===== config.mk =====
export PLATFORM = sky130hd
export DESIGN_NAME = eeprom_slave
export DESIGN_NICKNAME = d
export VERILOG_FILES = /design/src/design/eeprom_pkg.sv /design/src/design/byte_fifo.sv /design/src/design/eeprom_slave.sv
export SDC_FILE = /design/constraint.sdc
export NUM_CORES = 2
export LEC_CHECK = 0
export BUFFER_PORTS_ARGS = -buffer_cell sky130_fd_sc_hd__buf_4
export CORE_MARGIN = 3
export CORE_UTILIZATION = 30
export CTS_CLUSTER_SIZE = 20
export DETAILED_ROUTE_END_ITERATION = 10
export PLACE_DENSITY = 0.45
export SLEW_MARGIN = 0
export SYNTH_ARGS = -nofsm -noshare
export SYNTH_HDL_FRONTEND = slang
export SYNTH_HIERARCHICAL = 1
export SYNTH_SLANG_ARGS = --single-unit

===== constraint.sdc =====
create_clock -name clk_in -period 3.9 [get_ports clk_in]
set_input_delay 0.195 -clock clk_in [delete_from_list [all_inputs] [get_ports clk_in]]
set_output_delay 0.195 -clock clk_in [all_outputs]
set_load 0.03 [all_outputs]

===== src/design/eeprom_pkg.sv =====
// Purpose: Shared constants for the two-wire EEPROM slave.
// Assumes: 200 MHz core clock, 256-byte array, 16-byte page.
// Notes: Program time is modelled, not the cell physics.
package eeprom_pkg;
  localparam int ADDR_W = 8;
  localparam int PAGE_W = 4;
  localparam int PAGE_BYTES = 16;
  localparam logic [3:0] TYPE_FIELD = 4'ha;
  localparam int CLK_PERIOD_PS = 5000;
  // Longest internal write time, in microseconds
  localparam int PROG_TIME_US = 5000;
  // Cycles per microsecond first: the product in picoseconds overflows int
  localparam int PROG_CYCLES = PROG_TIME_US * (1000000 / CLK_PERIOD_PS);
  localparam logic [ADDR_W-1:0] ADDR_RESET = 8'h00;
  localparam int FIFO_DEPTH = 8;
endpackage


===== src/design/byte_fifo.sv =====
// Purpose: Small synchronous FIFO with valid/ready on both sides.
// Assumes: One clock, asynchronous active-low reset.
// Notes: Depth must be a power of two.
`timescale 1ns/1ps
module byte_fifo #(
  parameter int WIDTH = 12,
  parameter int DEPTH = 8
) (
  input wire logic clk_in,
  input wire logic rst_n_in,
  input wire logic clear_in,
  input wire logic in_valid_in,
  output logic in_ready_out,
  input wire logic [WIDTH-1:0] in_data_in,
  output logic out_valid_out,
  input wire logic out_ready_in,
  output logic [WIDTH-1:0] out_data_out
);
  localparam int PW = $clog2(DEPTH);
  logic [WIDTH-1:0] mem [DEPTH];
  logic [PW:0] wr_q;
  logic [PW:0] rd_q;
  logic push;
  logic pop;

  assign in_ready_out = (wr_q - rd_q) != (PW+1)'(DEPTH);
  assign out_valid_out = wr_q != rd_q;
  assign out_data_out = mem[rd_q[PW-1:0]];
  assign push = in_valid_in && in_ready_out;
  assign pop = out_valid_out && out_ready_in;

  always_ff @(posedge clk_in) begin
    if (push) begin
      mem[wr_q[PW-1:0]] <= in_data_in;
    end
  end

  always_ff @(posedge clk_in or negedge rst_n_in) begin
    if (!rst_n_in) begin
      wr_q <= '0;
      rd_q <= '0;
    end else if (clear_in) begin
      wr_q <= '0;
      rd_q <= '0;
    end else begin
      if (push) begin
        wr_q <= wr_q + 1'b1;
      end
      if (pop) begin
        rd_q <= rd_q + 1'b1;
      end
    end
  end
endmodule


===== src/design/eeprom_slave.sv =====
// Purpose: Command, addressing and write-cycle logic of a 256-byte
//   two-wire serial EEPROM slave.
// Assumes: Bus clock well below clk_in/8; pins are open drain.
// Notes: Received write bytes pass through a FIFO into the page buffer.
`timescale 1ns/1ps
// Notes on behaviour
// - Byte write: address(w), word address, one data byte, each acked.
// - STOP ending a write starts the internal programming cycle.
// - While programming, ignore the bus and drive no acknowledge.
// - Page write sends up to 16 bytes programmed in one cycle.
// - Each write byte is acked and bumps only the in-page bits.
// - More than 16 bytes wrap in page, overwriting earlier bytes.
// - After STOP all buffered page bytes commit together.
// - Poll by START plus write address; no ack while busy.
// - After programming ends a polling address is acknowledged.
// - Write-protect high makes the whole array read-only.
// - Protected: ack addresses, refuse first data byte, program nothing.
// - Read starts like write but with read/write bit one.
// - Address counter holds last accessed address plus one.
// - Counter wraps from 255 to zero, data stays valid.
// - Current read: ack address, send byte, master nacks and stops.
// - Repeated START with read returns the byte at loaded address.
// - Each master ack in a read yields the next byte.
// - Reads increment all counter bits across pages.
// - Master nack ends sending; release data and wait for STOP.
// - Respond only to type field 1010; low bit selects read.
// - Supervisory reset aborts transfers but lets programming finish.
module eeprom_slave
  import eeprom_pkg::*;
#(
  parameter int PROG_CYC = PROG_CYCLES
) (
  input wire logic clk_in,
  input wire logic rst_n_in,
  input wire logic scl_in,
  input wire logic sda_in,
  output logic sda_oe_n_out,
  input wire logic wp_in,
  input wire logic sup_reset_in,
  output logic busy_out
);
  typedef enum {
    ST_IDLE, ST_DEVADDR, ST_DEVACK, ST_WORD, ST_WORDACK,
    ST_DATA, ST_DATAACK, ST_TXBYTE, ST_TXACK, ST_WAITSTOP
  } bus_state_t;

  // ==========================================================
  // Pin synchronisers and condition detection
  logic [1:0] scl_sync_q;
  logic [1:0] sda_sync_q;
  logic scl_q;
  logic sda_q;
  logic wp_q;
  logic [1:0] wp_sync_q;
  logic [1:0] rst_sync_q;
  logic sup_q;

  always_ff @(posedge clk_in or negedge rst_n_in) begin
    if (!rst_n_in) begin
      scl_sync_q <= 2'h3;
      sda_sync_q <= 2'h3;
      wp_sync_q <= 2'h0;
      rst_sync_q <= 2'h0;
      scl_q <= 1'b1;
      sda_q <= 1'b1;
    end else begin
      scl_sync_q <= {scl_sync_q[0], scl_in};
      sda_sync_q <= {sda_sync_q[0], sda_in};
      wp_sync_q <= {wp_sync_q[0], wp_in};
      rst_sync_q <= {rst_sync_q[0], sup_reset_in};
      scl_q <= scl_sync_q[1];
      sda_q <= sda_sync_q[1];
    end
  end

  assign wp_q = wp_sync_q[1];
  assign sup_q = rst_sync_q[1];

  logic scl_rise;
  logic scl_fall;
  logic start_det;
  logic stop_det;
  assign scl_rise = scl_sync_q[1] && !scl_q;
  assign scl_fall = !scl_sync_q[1] && scl_q;
  assign start_det = scl_sync_q[1] && scl_q && sda_q && !sda_sync_q[1];
  assign stop_det = scl_sync_q[1] && scl_q && !sda_q && sda_sync_q[1];

  // ==========================================================
  // Array, page buffer and programming timer
  logic [7:0] array_q [2**ADDR_W];
  logic [7:0] page_q [PAGE_BYTES];
  logic [PAGE_BYTES-1:0] page_vld_q;
  logic [ADDR_W-PAGE_W-1:0] page_base_q;
  logic [31:0] prog_cnt_q;
  logic busy_q;
  logic commit;

  // Write bytes tagged with their in-page slot travel through the FIFO
  logic fifo_in_valid;
  logic fifo_in_ready;
  logic [PAGE_W+7:0] fifo_in_data;
  logic fifo_out_valid;
  logic [PAGE_W+7:0] fifo_out_data;
  logic fifo_clear;

  byte_fifo #(.WIDTH(PAGE_W + 8), .DEPTH(FIFO_DEPTH)) u_fifo (
    .clk_in(clk_in),
    .rst_n_in(rst_n_in),
    .clear_in(fifo_clear),
    .in_valid_in(fifo_in_valid),
    .in_ready_out(fifo_in_ready),
    .in_data_in(fifo_in_data),
    .out_valid_out(fifo_out_valid),
    .out_ready_in(1'b1),
    .out_data_out(fifo_out_data)
  );

  always_ff @(posedge clk_in) begin
    if (fifo_out_valid) begin
      page_q[fifo_out_data[PAGE_W+7:8]] <= fifo_out_data[7:0];
    end
    if (commit) begin
      for (int i = 0; i < PAGE_BYTES; i++) begin
        if (page_vld_q[i]) begin
          array_q[{page_base_q, PAGE_W'(i)}] <= page_q[i];
        end
      end
    end
  end

  // ==========================================================
  // Bus state machine
  bus_state_t state_q;
  logic [7:0] shift_q;
  logic [3:0] bit_q;
  logic rd_q;
  logic wr_seen_q;
  logic first_q;
  logic ack_q;
  logic [ADDR_W-1:0] ctr_q;
  logic [PAGE_W-1:0] slot_q;
  logic sda_drive_q;

  function automatic logic [ADDR_W-1:0] page_inc(
    input logic [ADDR_W-1:0] a
  );
    page_inc = {a[ADDR_W-1:PAGE_W], a[PAGE_W-1:0] + 1'b1};
  endfunction

  assign commit = stop_det && wr_seen_q && !busy_q && !sup_q &&
                  (state_q != ST_IDLE) && !fifo_out_valid;
  // Bytes of a transfer cut by supervisory reset must never reach the page
  assign fifo_clear = sup_q;

  always_ff @(posedge clk_in or negedge rst_n_in) begin
    if (!rst_n_in) begin
      busy_q <= 1'b0;
      prog_cnt_q <= '0;
    end else if (commit) begin
      busy_q <= 1'b1;
      prog_cnt_q <= 32'(PROG_CYC);
    end else if (busy_q) begin
      // Keeps counting under supervisory reset: a started cycle finishes
      if (prog_cnt_q == 32'h1) begin
        busy_q <= 1'b0;
      end
      prog_cnt_q <= prog_cnt_q - 32'h1;
    end
  end

  always_ff @(posedge clk_in or negedge rst_n_in) begin
    if (!rst_n_in) begin
      state_q <= ST_IDLE;
      shift_q <= 8'h00;
      bit_q <= 4'h0;
      rd_q <= 1'b0;
      wr_seen_q <= 1'b0;
      first_q <= 1'b0;
      ack_q <= 1'b0;
      ctr_q <= ADDR_RESET;
      slot_q <= '0;
      page_base_q <= '0;
      page_vld_q <= '0;
      fifo_in_valid <= 1'b0;
      fifo_in_data <= '0;
      sda_drive_q <= 1'b0;
    end else begin
      fifo_in_valid <= 1'b0;
      if (sup_q || busy_q) begin
        state_q <= ST_IDLE;
        sda_drive_q <= 1'b0;
        if (!busy_q) begin
          wr_seen_q <= 1'b0;
        end
      end else if (stop_det) begin
        state_q <= ST_IDLE;
        sda_drive_q <= 1'b0;
        wr_seen_q <= 1'b0;
      end else if (start_det) begin
        state_q <= ST_DEVADDR;
        bit_q <= 4'h0;
        sda_drive_q <= 1'b0;
        page_vld_q <= wr_seen_q ? page_vld_q : '0;
      end else begin
        case (state_q)
          ST_DEVADDR, ST_WORD, ST_DATA: begin
            if (scl_rise) begin
              shift_q <= {shift_q[6:0], sda_q};
              bit_q <= bit_q + 4'h1;
            end else if (scl_fall && bit_q == 4'h8) begin
              bit_q <= 4'h0;
              if (state_q == ST_DEVADDR) begin
                ack_q <= shift_q[7:4] == TYPE_FIELD;
                rd_q <= shift_q[0];
                sda_drive_q <= shift_q[7:4] == TYPE_FIELD;
                state_q <= shift_q[7:4] == TYPE_FIELD ? ST_DEVACK
                                                     : ST_WAITSTOP;
              end else if (state_q == ST_WORD) begin
                ctr_q <= shift_q;
                page_base_q <= shift_q[7:PAGE_W];
                slot_q <= shift_q[PAGE_W-1:0];
                first_q <= 1'b1;
                sda_drive_q <= 1'b1;
                state_q <= ST_WORDACK;
              end else if (wp_q) begin
                sda_drive_q <= 1'b0;
                state_q <= ST_WAITSTOP;
              end else begin
                fifo_in_valid <= fifo_in_ready;
                fifo_in_data <= {slot_q, shift_q};
                page_vld_q[slot_q] <= 1'b1;
                slot_q <= slot_q + 1'b1;
                ctr_q <= page_inc(ctr_q);
                wr_seen_q <= 1'b1;
                sda_drive_q <= 1'b1;
                state_q <= ST_DATAACK;
              end
            end
          end
          ST_DEVACK, ST_WORDACK, ST_DATAACK: begin
            if (scl_fall) begin
              if (state_q == ST_DEVACK && rd_q) begin
                shift_q <= array_q[ctr_q];
                sda_drive_q <= !array_q[ctr_q][7];
                ctr_q <= ctr_q + 1'b1;
                state_q <= ST_TXBYTE;
              end else begin
                sda_drive_q <= 1'b0;
                state_q <= state_q == ST_DEVACK ? ST_WORD : ST_DATA;
              end
            end
          end
          ST_TXBYTE: begin
            if (scl_fall) begin
              bit_q <= bit_q + 4'h1;
              if (bit_q == 4'h7) begin
                sda_drive_q <= 1'b0;
                bit_q <= 4'h0;
                state_q <= ST_TXACK;
              end else begin
                shift_q <= {shift_q[6:0], 1'b0};
                sda_drive_q <= !shift_q[6];
              end
            end
          end
          ST_TXACK: begin
            if (scl_rise) begin
              ack_q <= !sda_q;
            end else if (scl_fall) begin
              if (ack_q) begin
                shift_q <= array_q[ctr_q];
                sda_drive_q <= !array_q[ctr_q][7];
                ctr_q <= ctr_q + 1'b1;
                state_q <= ST_TXBYTE;
              end else begin
                state_q <= ST_WAITSTOP;
              end
            end
          end
          default: begin
            sda_drive_q <= 1'b0;
          end
        endcase
      end
    end
  end

  always_ff @(posedge clk_in or negedge rst_n_in) begin
    if (!rst_n_in) begin
      sda_oe_n_out <= 1'b1;
      busy_out <= 1'b0;
    end else begin
      sda_oe_n_out <= !sda_drive_q;
      busy_out <= busy_q;
    end
  end

  // ==========================================================
  // Checks
  chk_busy_no_drive: assert property (
    @(posedge clk_in) disable iff (!rst_n_in)
    busy_q |=> ##1 sda_oe_n_out)
    else $error("Data line driven while programming");

  chk_commit_busy: assert property (
    @(posedge clk_in) disable iff (!rst_n_in)
    commit |=> busy_q && prog_cnt_q == 32'(PROG_CYC))
    else $error("Programming did not start on stop");

  chk_wp_no_commit: assert property (
    @(posedge clk_in) disable iff (!rst_n_in)
    wp_q && state_q == ST_DATA |-> !fifo_in_valid ##1 !fifo_in_valid)
    else $error("Write accepted while protected");

  chk_page_bits_hold: assert property (
    @(posedge clk_in) disable iff (!rst_n_in)
    state_q == ST_DATAACK && $past(state_q) == ST_DATA |->
      ctr_q[7:4] == $past(ctr_q[7:4]))
    else $error("Page bits changed during write");

  chk_read_inc: assert property (
    @(posedge clk_in) disable iff (!rst_n_in)
    state_q == ST_TXBYTE && $past(state_q) != ST_TXBYTE |->
      ctr_q == $past(ctr_q) + 8'h01)
    else $error("Read counter not advanced");

  chk_nack_release: assert property (
    @(posedge clk_in) disable iff (!rst_n_in)
    state_q == ST_TXACK && scl_fall && !ack_q |=>
      state_q == ST_WAITSTOP ##1 sda_oe_n_out)
    else $error("Line held after master nack");

  chk_type_filter: assert property (
    @(posedge clk_in) disable iff (!rst_n_in)
    state_q == ST_DEVACK |-> shift_q[7:4] == TYPE_FIELD)
    else $error("Acked a foreign type field");

  chk_sup_abort: assert property (
    @(posedge clk_in) disable iff (!rst_n_in)
    sup_q |=> state_q == ST_IDLE && !commit)
    else $error("Transfer survived supervisory reset");
endmodule


---- Word-level counts from Yosys, hierarchy flattened ----
Memories as Yosys holds them, arrays and structs flattened.
Index checks and enable logic that the tools add are counted.
word-level totals
  flip-flop bits (word level) ............. 146
  RAM bits ................................ 2,272
  input bits .............................. 6
  output and inout port bits .............. 2
  logic and storage cells ................. 313
  memories ................................ 3
memories
  memory      words  width  read ports  clocked after memory_dff  write ports  RTL line            RTL
  array_q     256    8      1           0                         16           eeprom_slave.sv:90  logic [7:0] array_q [2**ADDR_W];
  page_q      16     8      16          0                         1            eeprom_slave.sv:91  logic [7:0] page_q [PAGE_BYTES];
  u_fifo.mem  8      12     1           0                         1            byte_fifo.sv:20     logic [WIDTH-1:0] mem [DEPTH];
cells by class
  add/sub/neg operators ................... 8
  $lt $le $gt $ge ......................... 2
  eq/ne operators ......................... 54
  mux-type cells .......................... 157
  bitwise operators ....................... 8
  reductions and logical operators ........ 55
operators with widths
  operator                 number
  $mux W32                 12
  $eq A32 B3 Y1 const B    6
  $mux W8                  17
  $mux W16                 8
  $pmux W32 S4             1
  $eq A32 B2 Y1 const B    3
  $mux W1                  94
  $mux W4                  17
  $eq A32 B1 Y1 const B    2
  $ne A5 B5 Y1 const B     8
  $reduce_and A8 Y1        5
  $ne A2 B2 Y1 const B     18
  $eq A32 B4 Y1 const B    1
  $pmux W8 S4              1
  $reduce_bool A32 Y1      1
  $sub A32 B1 Y32 const B  1
  $reduce_and A13 Y1       2
  $pmux W8 S3              1
  $add A4 B1 Y4 const B    5
  $reduce_and A9 Y1        2
  $logic_and A1 B1 Y1      16
  $or A16 B16 Y16          1
  $reduce_and A7 Y1        2
  $ne A3 B3 Y1 const B     4
  other kinds (25)         56

---- Logic depth before layout (Yosys ltp) ----
  depth in word-level cells ............... 12
  mapped depth ............................ 13
  mapped depth without buffers ............ 9

---- Modules after synthesis ----
Netlist, hierarchy kept.
modules (own cells, without submodules)
  module        times used  cells each  area an instance (um2)  seq. area each (um2)
  eeprom_slave  1           4,353       88,860.2                68,104.1
  byte_fifo     1           232         4,205.3                 3,083.0

---- Worst setup path after synthesis ----
OpenSTA, ideal clock, no wires.
  path kind ............................... register to register
  from .................................... register u_fifo.rd_q[1]
  to ...................................... memory array_q[237][0], enable pin
  setup time .............................. 0.370 ns
  data arrival time ....................... 3.297 ns
  data required time ...................... 3.530 ns
  setup slack ............................. 0.233 ns
  cell stages (with the launch flop) ...... 13
  path buffers ............................ 4
  period minus slack after synthesis ...... 3.667 ns
  cells stage by stage .................... dfrtp_1 -> clkbuf_1 -> buf_1 -> inv_1 -> ha_1 -> and2_1 -> nand3_1 -> nand3b_1 -> nor3_1 -> clkbuf_1 -> nand2_1 -> clkbuf_1 -> nor2_1
RTL lines
  what                    RTL line            RTL
  start, declared         byte_fifo.sv:22     logic [PW:0] rd_q;
  start signal, assigned  byte_fifo.sv:50     rd_q <= rd_q + 1'b1;
  end, declared           eeprom_slave.sv:90

---- Final worst setup path ----
  from .................................... register ctr_q[0]
  to ...................................... register sda_drive_q
between the ends
  longest elaborated chain between the ends .. 9
  elaborated cells between the ends (all ways) .. 11
  classes of those cells .................. 9 x mux; 1 x reduce/logical; 1 x memory
ends and longest elaborated chain
  what                    RTL line                                  RTL
  start, declared         eeprom_slave.sv:140                       logic [ADDR_W-1:0] ctr_q;
  start signal, assigned  eeprom_slave.sv:219                       ctr_q <= shift_q;
  start signal, assigned  eeprom_slave.sv:233                       ctr_q <= page_inc(ctr_q);
  start signal, assigned  eeprom_slave.sv:245                       ctr_q <= ctr_q + 1'b1;
  $mem_v2 Z256 W8 (*)     n/a
  $logic_not A1 Y1 (*)    eeprom_slave.sv:244, eeprom_slave.sv:272
  $mux W1                 eeprom_slave.sv:270                       if (ack_q) begin
  $mux W1                 eeprom_slave.sv:269                       end else if (scl_fall) begin
  $mux W1                 eeprom_slave.sv:267                       if (scl_rise) begin
  $pmux W1 S4 (*)         eeprom_slave.sv:205                       case (state_q)
  $mux W1 (*)             eeprom_slave.sv:199                       end else if (start_det) begin
  $mux W1 (*)             eeprom_slave.sv:195                       end else if (stop_det) begin
  $mux W1 (*)             eeprom_slave.sv:189                       if (sup_q || busy_q) begin
  end signal, assigned    eeprom_slave.sv:244                       sda_drive_q <= !array_q[ctr_q][7];
  end signal, assigned    eeprom_slave.sv:262                       sda_drive_q <= !shift_q[6];
  end signal, assigned    eeprom_slave.sv:272                       sda_drive_q <= !array_q[ctr_q][7];
  end, declared           eeprom_slave.sv:142                       logic sda_drive_q;
Mark *: on every way between the ends. The rest lies on a longest branch, timed or not. The select of a mux whose other input is x is not followed.
A chain may end at the register's enable or synchronous reset.

==> summary.txt <==
Run status
  – Result of the run: completed

Timing
  – Final worst-path cycle share: 97.6%
  – Worst slew pin tran: 1.34 ns
  – Clock period minus worst slack: 3.80 ns
  – Final max-slew violation count: 0
  – Post-route setup TNS: 0 ns
  – RSZ-0062 raised after global routing: false
  – Hold violation total from the final report: 0
  – Worst Clk Skew: 0.0484 ns
  – Max Clock Freq: 0.263 GHz
  – Final setup vio count: 0
  – Max transition margin: 10.9%

Synth
  – Ranking of synthesized cells by area: sky130_fd_sc_hd__edfxtp_1, sky130_fd_sc_hd__mux4_2, sky130_fd_sc_hd__dfrtp_1
  – Combinational family with the most area after synthesis: multiplexers
  – Portion of synthesized cell area occupied by the leading cell type: 73.3%
  – #FFs+latches synth: 2390
  – Post-synthesis xor/xnor area fraction: less than 1%
  – FFs w/ async S/R, synth: 4.94%
  – Commonest register cell after synthesis: sky130_fd_sc_hd__edfxtp_1
  – Count of unique library cells instantiated by Yosys: 76
  – Synthesized cell area: 93100 um2
  – Simple-gate share of the synthesized area: roughly 3.7%
  – Share of cell area taken by muxes after synthesis: 15.2%
  – Number of standard cells after synthesis: ~4600
  – Post-synthesis adder-cell area fraction: 0.199%
  – Mean instance size in the synthesized netlist: between 20 and 25 um2
  – Number of enable flip-flop cells after synthesis: 2272
  – Number of warnings printed during yosys synthesis: 6
  – Share of the synthesized area in compound gates (AO/OA/AOI/OAI): 2.48%
  – Leading area contributor after synthesis: sky130_fd_sc_hd__edfxtp_1
  – Sequential share of the synthesized area: 76.5%

Worst setup path
  – Number of logic stages on the critical path including buffering: 10
  – Endpoint class of the critical path: flip-flop
  – Slowest-stage cell, CP: sky130_fd_sc_hd__mux4_2
  – Data required time at the worst endpoint: about 4.7 ns
  – Cell-by-cell listing of the critical path: buf_12 > buf_4 > mux4_2 > o211ai_1 > o311ai_0 > buf_4 > nor3_1 > a22oi_1 > o22a_1 > a31oi_1
  – Logic depth of the worst register-to-register path: 10
  – CP max stage delay: roughly 0.67 ns
  – Worst setup slack for register-to-register paths: about 0.095 ns
  – Library cell appearing most often on the critical path: sky130_fd_sc_hd__buf_4
  – Reg-to-Reg Start: ctr_q[0]
  – Endpoint arrival time on the critical path: approximately 4.6 ns
  – Biggest fanout along the worst timing path: 23
  – Number of buffer and inverter stages on the critical path: 3
  – Critical path type: reg2reg
  – Critical Path Source Type: flip-flop
  – Top cell family by delay on the critical path: compound AO/OA/AOI/OAI gates
  – Terminus of the critical flop-to-flop path: sda_drive_q

Routing
  – Number of design rule violations left after detail routing: 0
  – TritonRoute pass-1 iters: 6
  – Post-DR wirelength/cell: 41.0 um
  – Number of design-rule violations left by the first detailed-router iteration: 8690
  – Detailed-route via count: 53500
  – Total routed wirelength: 396000 um
  – Mean number of vias per cell: about 5.5
  – Post-route ant nets: 0

Final layout
  – Most common library cell in the layout ignoring fill and taps: sky130_fd_sc_hd__edfxtp_1
  – Area used by multi-input combinational logic: between 20000 and 25000 um2
  – Fraction of final layout cells with drive strength greater than 1: 30.6%
  – Finished Core Util: 36.3%
  – Area Overhead vs Synth: 19.8%
  – Storage element area: ~70000 um2
  – Fill count: 28600
  – Commonest cells after routing, fill and taps aside: sky130_fd_sc_hd__edfxtp_1, sky130_fd_sc_hd__buf_4, sky130_fd_sc_hd__mux4_2
  – Number of nets in the layout: 5340

Clock network
  – Number of H-tree branching levels: 5
  – Cell at the root of the clock tree: sky130_fd_sc_hd__clkbuf_16
  – Total CTS buffers: 270
  – Post-CTS clock slew at the launch and capture registers of the worst setup and hold paths: 0.06 ns
  – TritonCTS clock tree: done
  – Clock insertion delay at the later pin of the skew report: about 0.91 ns
  – TritonCTS sink count: 2390
  – Buffer levels on the longest clock path: 4

Global route
  – Congestion Overflow GR: 0
  – Pin count of the biggest net entering global routing: 77
  – Number of antenna violations at the first check in global routing: 81
  – Via count of the first global-routing pass: 51000
  – Total global-route track usage: 24.6%
  – First-pass GRT wire length: roughly 520000 um

Power and ir drop
  – Power per cell area: 680 nW/um2
  – Sw Pwr: 25.3 mW
  – Clock share of power: approximately a third
  – Static power due to leakage: 36.6 nW
  – Part of the total power dissipated in combinational logic: 29.3%
  – Largest voltage drop on the vdd net: ~0.00032 V
  – Switching power as a share of total power: between 30% and 40%
  – Internal power component: about 50 mW
  – Register share of total power: 37.3%

Placement
  – Global placement routability congestion: 0.997
  – Total of buffers placed on input and output ports: 7
  – Detailed placement HPWL: around 270000 um

Floorplan
  – Die span in y: 563 um
  – Die Outline Area: 317000 um2
  – Row count: just over 200
  – Area of the core: 307000 um2
  – Die Width: 563 um
  – Effective utilization at floorplan: roughly 30%
  – Top-Level Pins: 8

Worst hold path
  – Hold WC Path Type: in2async

Flow run
  – Max-cap violations: 0
-- power by group through the flow --
stage | Sequential (mW) | Clock, mW | Combinational (mW)
after global routing | 28.2 | 26.7 | 22.2
after global placement | 28.8 | 0 | 21.8
after CTS | 28.2 | 25.7 | 21.8
final | 28.3 | 25.4 | 22.2
after detailed placement | 28.8 | 0 | 21.7
after floorplan | 28.4 | 0 | 11.1
-- synth_stat cells, drive strengths merged (11+ instances only) --
| cell | instances |
|---|---|
| nor2b | 18 |
| nor2 | 383 |
| a211oi | 22 |
| mux4 | 540 |
| nand2b | 13 |
| mux2i | 170 |
| ha | 14 |
| nor3 | 50 |
| or3 | 17 |
| nand3 | 34 |
| a21oi | 85 |
| xnor2 | 22 |
| o211ai | 11 |
| a221oi | 13 |
| o221ai | 20 |
| o22ai | 41 |
| and2 | 13 |
| a22oi | 18 |
| mux2 | 27 |
| dfrtp | 111 |
| o21ai | 76 |
| inv | 23 |
| buf | 151 |
| nor4 | 20 |
| nand2 | 197 |
| edfxtp | 2272 |
| clkbuf | 98 |
-- registers in the layout, summed over array words and instances, names as in the netlist, 2 cells and up --
signal,cells
u_fifo/mem,96
u_fifo/wr_q,4
bit_q,4
ctr_q,8
fifo_in_data,12
prog_cnt_q,32
sda_sync_q,2
scl_sync_q,2
page_base_q,4
shift_q,8
state_q,4
page_vld_q,16
rst_sync_q,2
wp_sync_q,2
array_q,2048
u_fifo/rd_q,4
slot_q,4
page_q,128
-- worst max-delay path by stage --
stage                   startpoint              end  slack, ns
global route              ctr_q[1]      sda_drive_q      0.002
global placement          ctr_q[0]       shift_q[5]       0.15
CTS                       ctr_q[0]       shift_q[5]       0.16
detailed placement        ctr_q[0]       shift_q[5]       0.16
finish                    ctr_q[0]      sda_drive_q        0.1
floorplan           u_fifo/rd_q[1]  array_q[237][0]       0.23
-- final cells by class --
class	count	share of cell area, %
sequential	2390	63.9
multi-input combinational	1924	18.4
clock buffer	320	6.31
timing repair buffer	710	5.24
tap	4100	4.60
clock inverter	168	1.49
inverter	24	0.0853
antenna	19	0.0427
-- kinds of logic after synthesis --
logic type / after synthesis
AOI/OAI and AO/OA: 352
xor gates and xnor gates: 31
other: 1
DFF: 2390
and+or+nand+nor: 786
adders and majority gates: 15
buffers and inverters: 273
muxes: 737
-- metrics by stage --
step	power (mW)	cell area (um2)	std cells	hold WS, ns	setup WS (ns)
after floorplan	39.5	93100	4587	-0.101	0.233
after global placement	50.5	103000	9137	0.307	0.153
after detailed placement	50.5	103000	9137	0.305	0.155
after CTS	75.7	111000	9636	0.277	0.161
after global routing	77.2	111000	9639	0.348	0.00178
final	75.8	111000	9655	0.347	0.0954
-- metal layers --
| metal | GRT usage [%] | wire length [um] |
|---|---|---|
| met3 | 5.03 | 39000 |
| met5 | 0 | 36 |
| met1 | 34.9 | 162000 |
| met4 | 10.0 | 18700 |
| met2 | 37.0 | 176000 |
-- worst reg2reg max path, stage by stage (launching register included) --
cell and delay [ns]:
sky130_fd_sc_hd__dfrtp_4 0.55, sky130_fd_sc_hd__buf_12 0.28, sky130_fd_sc_hd__buf_4 0.34, sky130_fd_sc_hd__mux4_2 0.68, sky130_fd_sc_hd__o211ai_1 0.21, sky130_fd_sc_hd__o311ai_0 0.18, sky130_fd_sc_hd__buf_4 0.22, sky130_fd_sc_hd__nor3_1 0.49
sky130_fd_sc_hd__a22oi_1 0.21, sky130_fd_sc_hd__o22a_1 0.34, sky130_fd_sc_hd__a31oi_1 0.23
-- repair_timing --
action | 4_1_cts | 5_1_grt
buffers inserted | 0 | 0
endpoints found under the hold margin | 82 | 0
resized for setup | 0 | 0
hold buffers | 11 | 0
(Power assumes the default switching activity.)
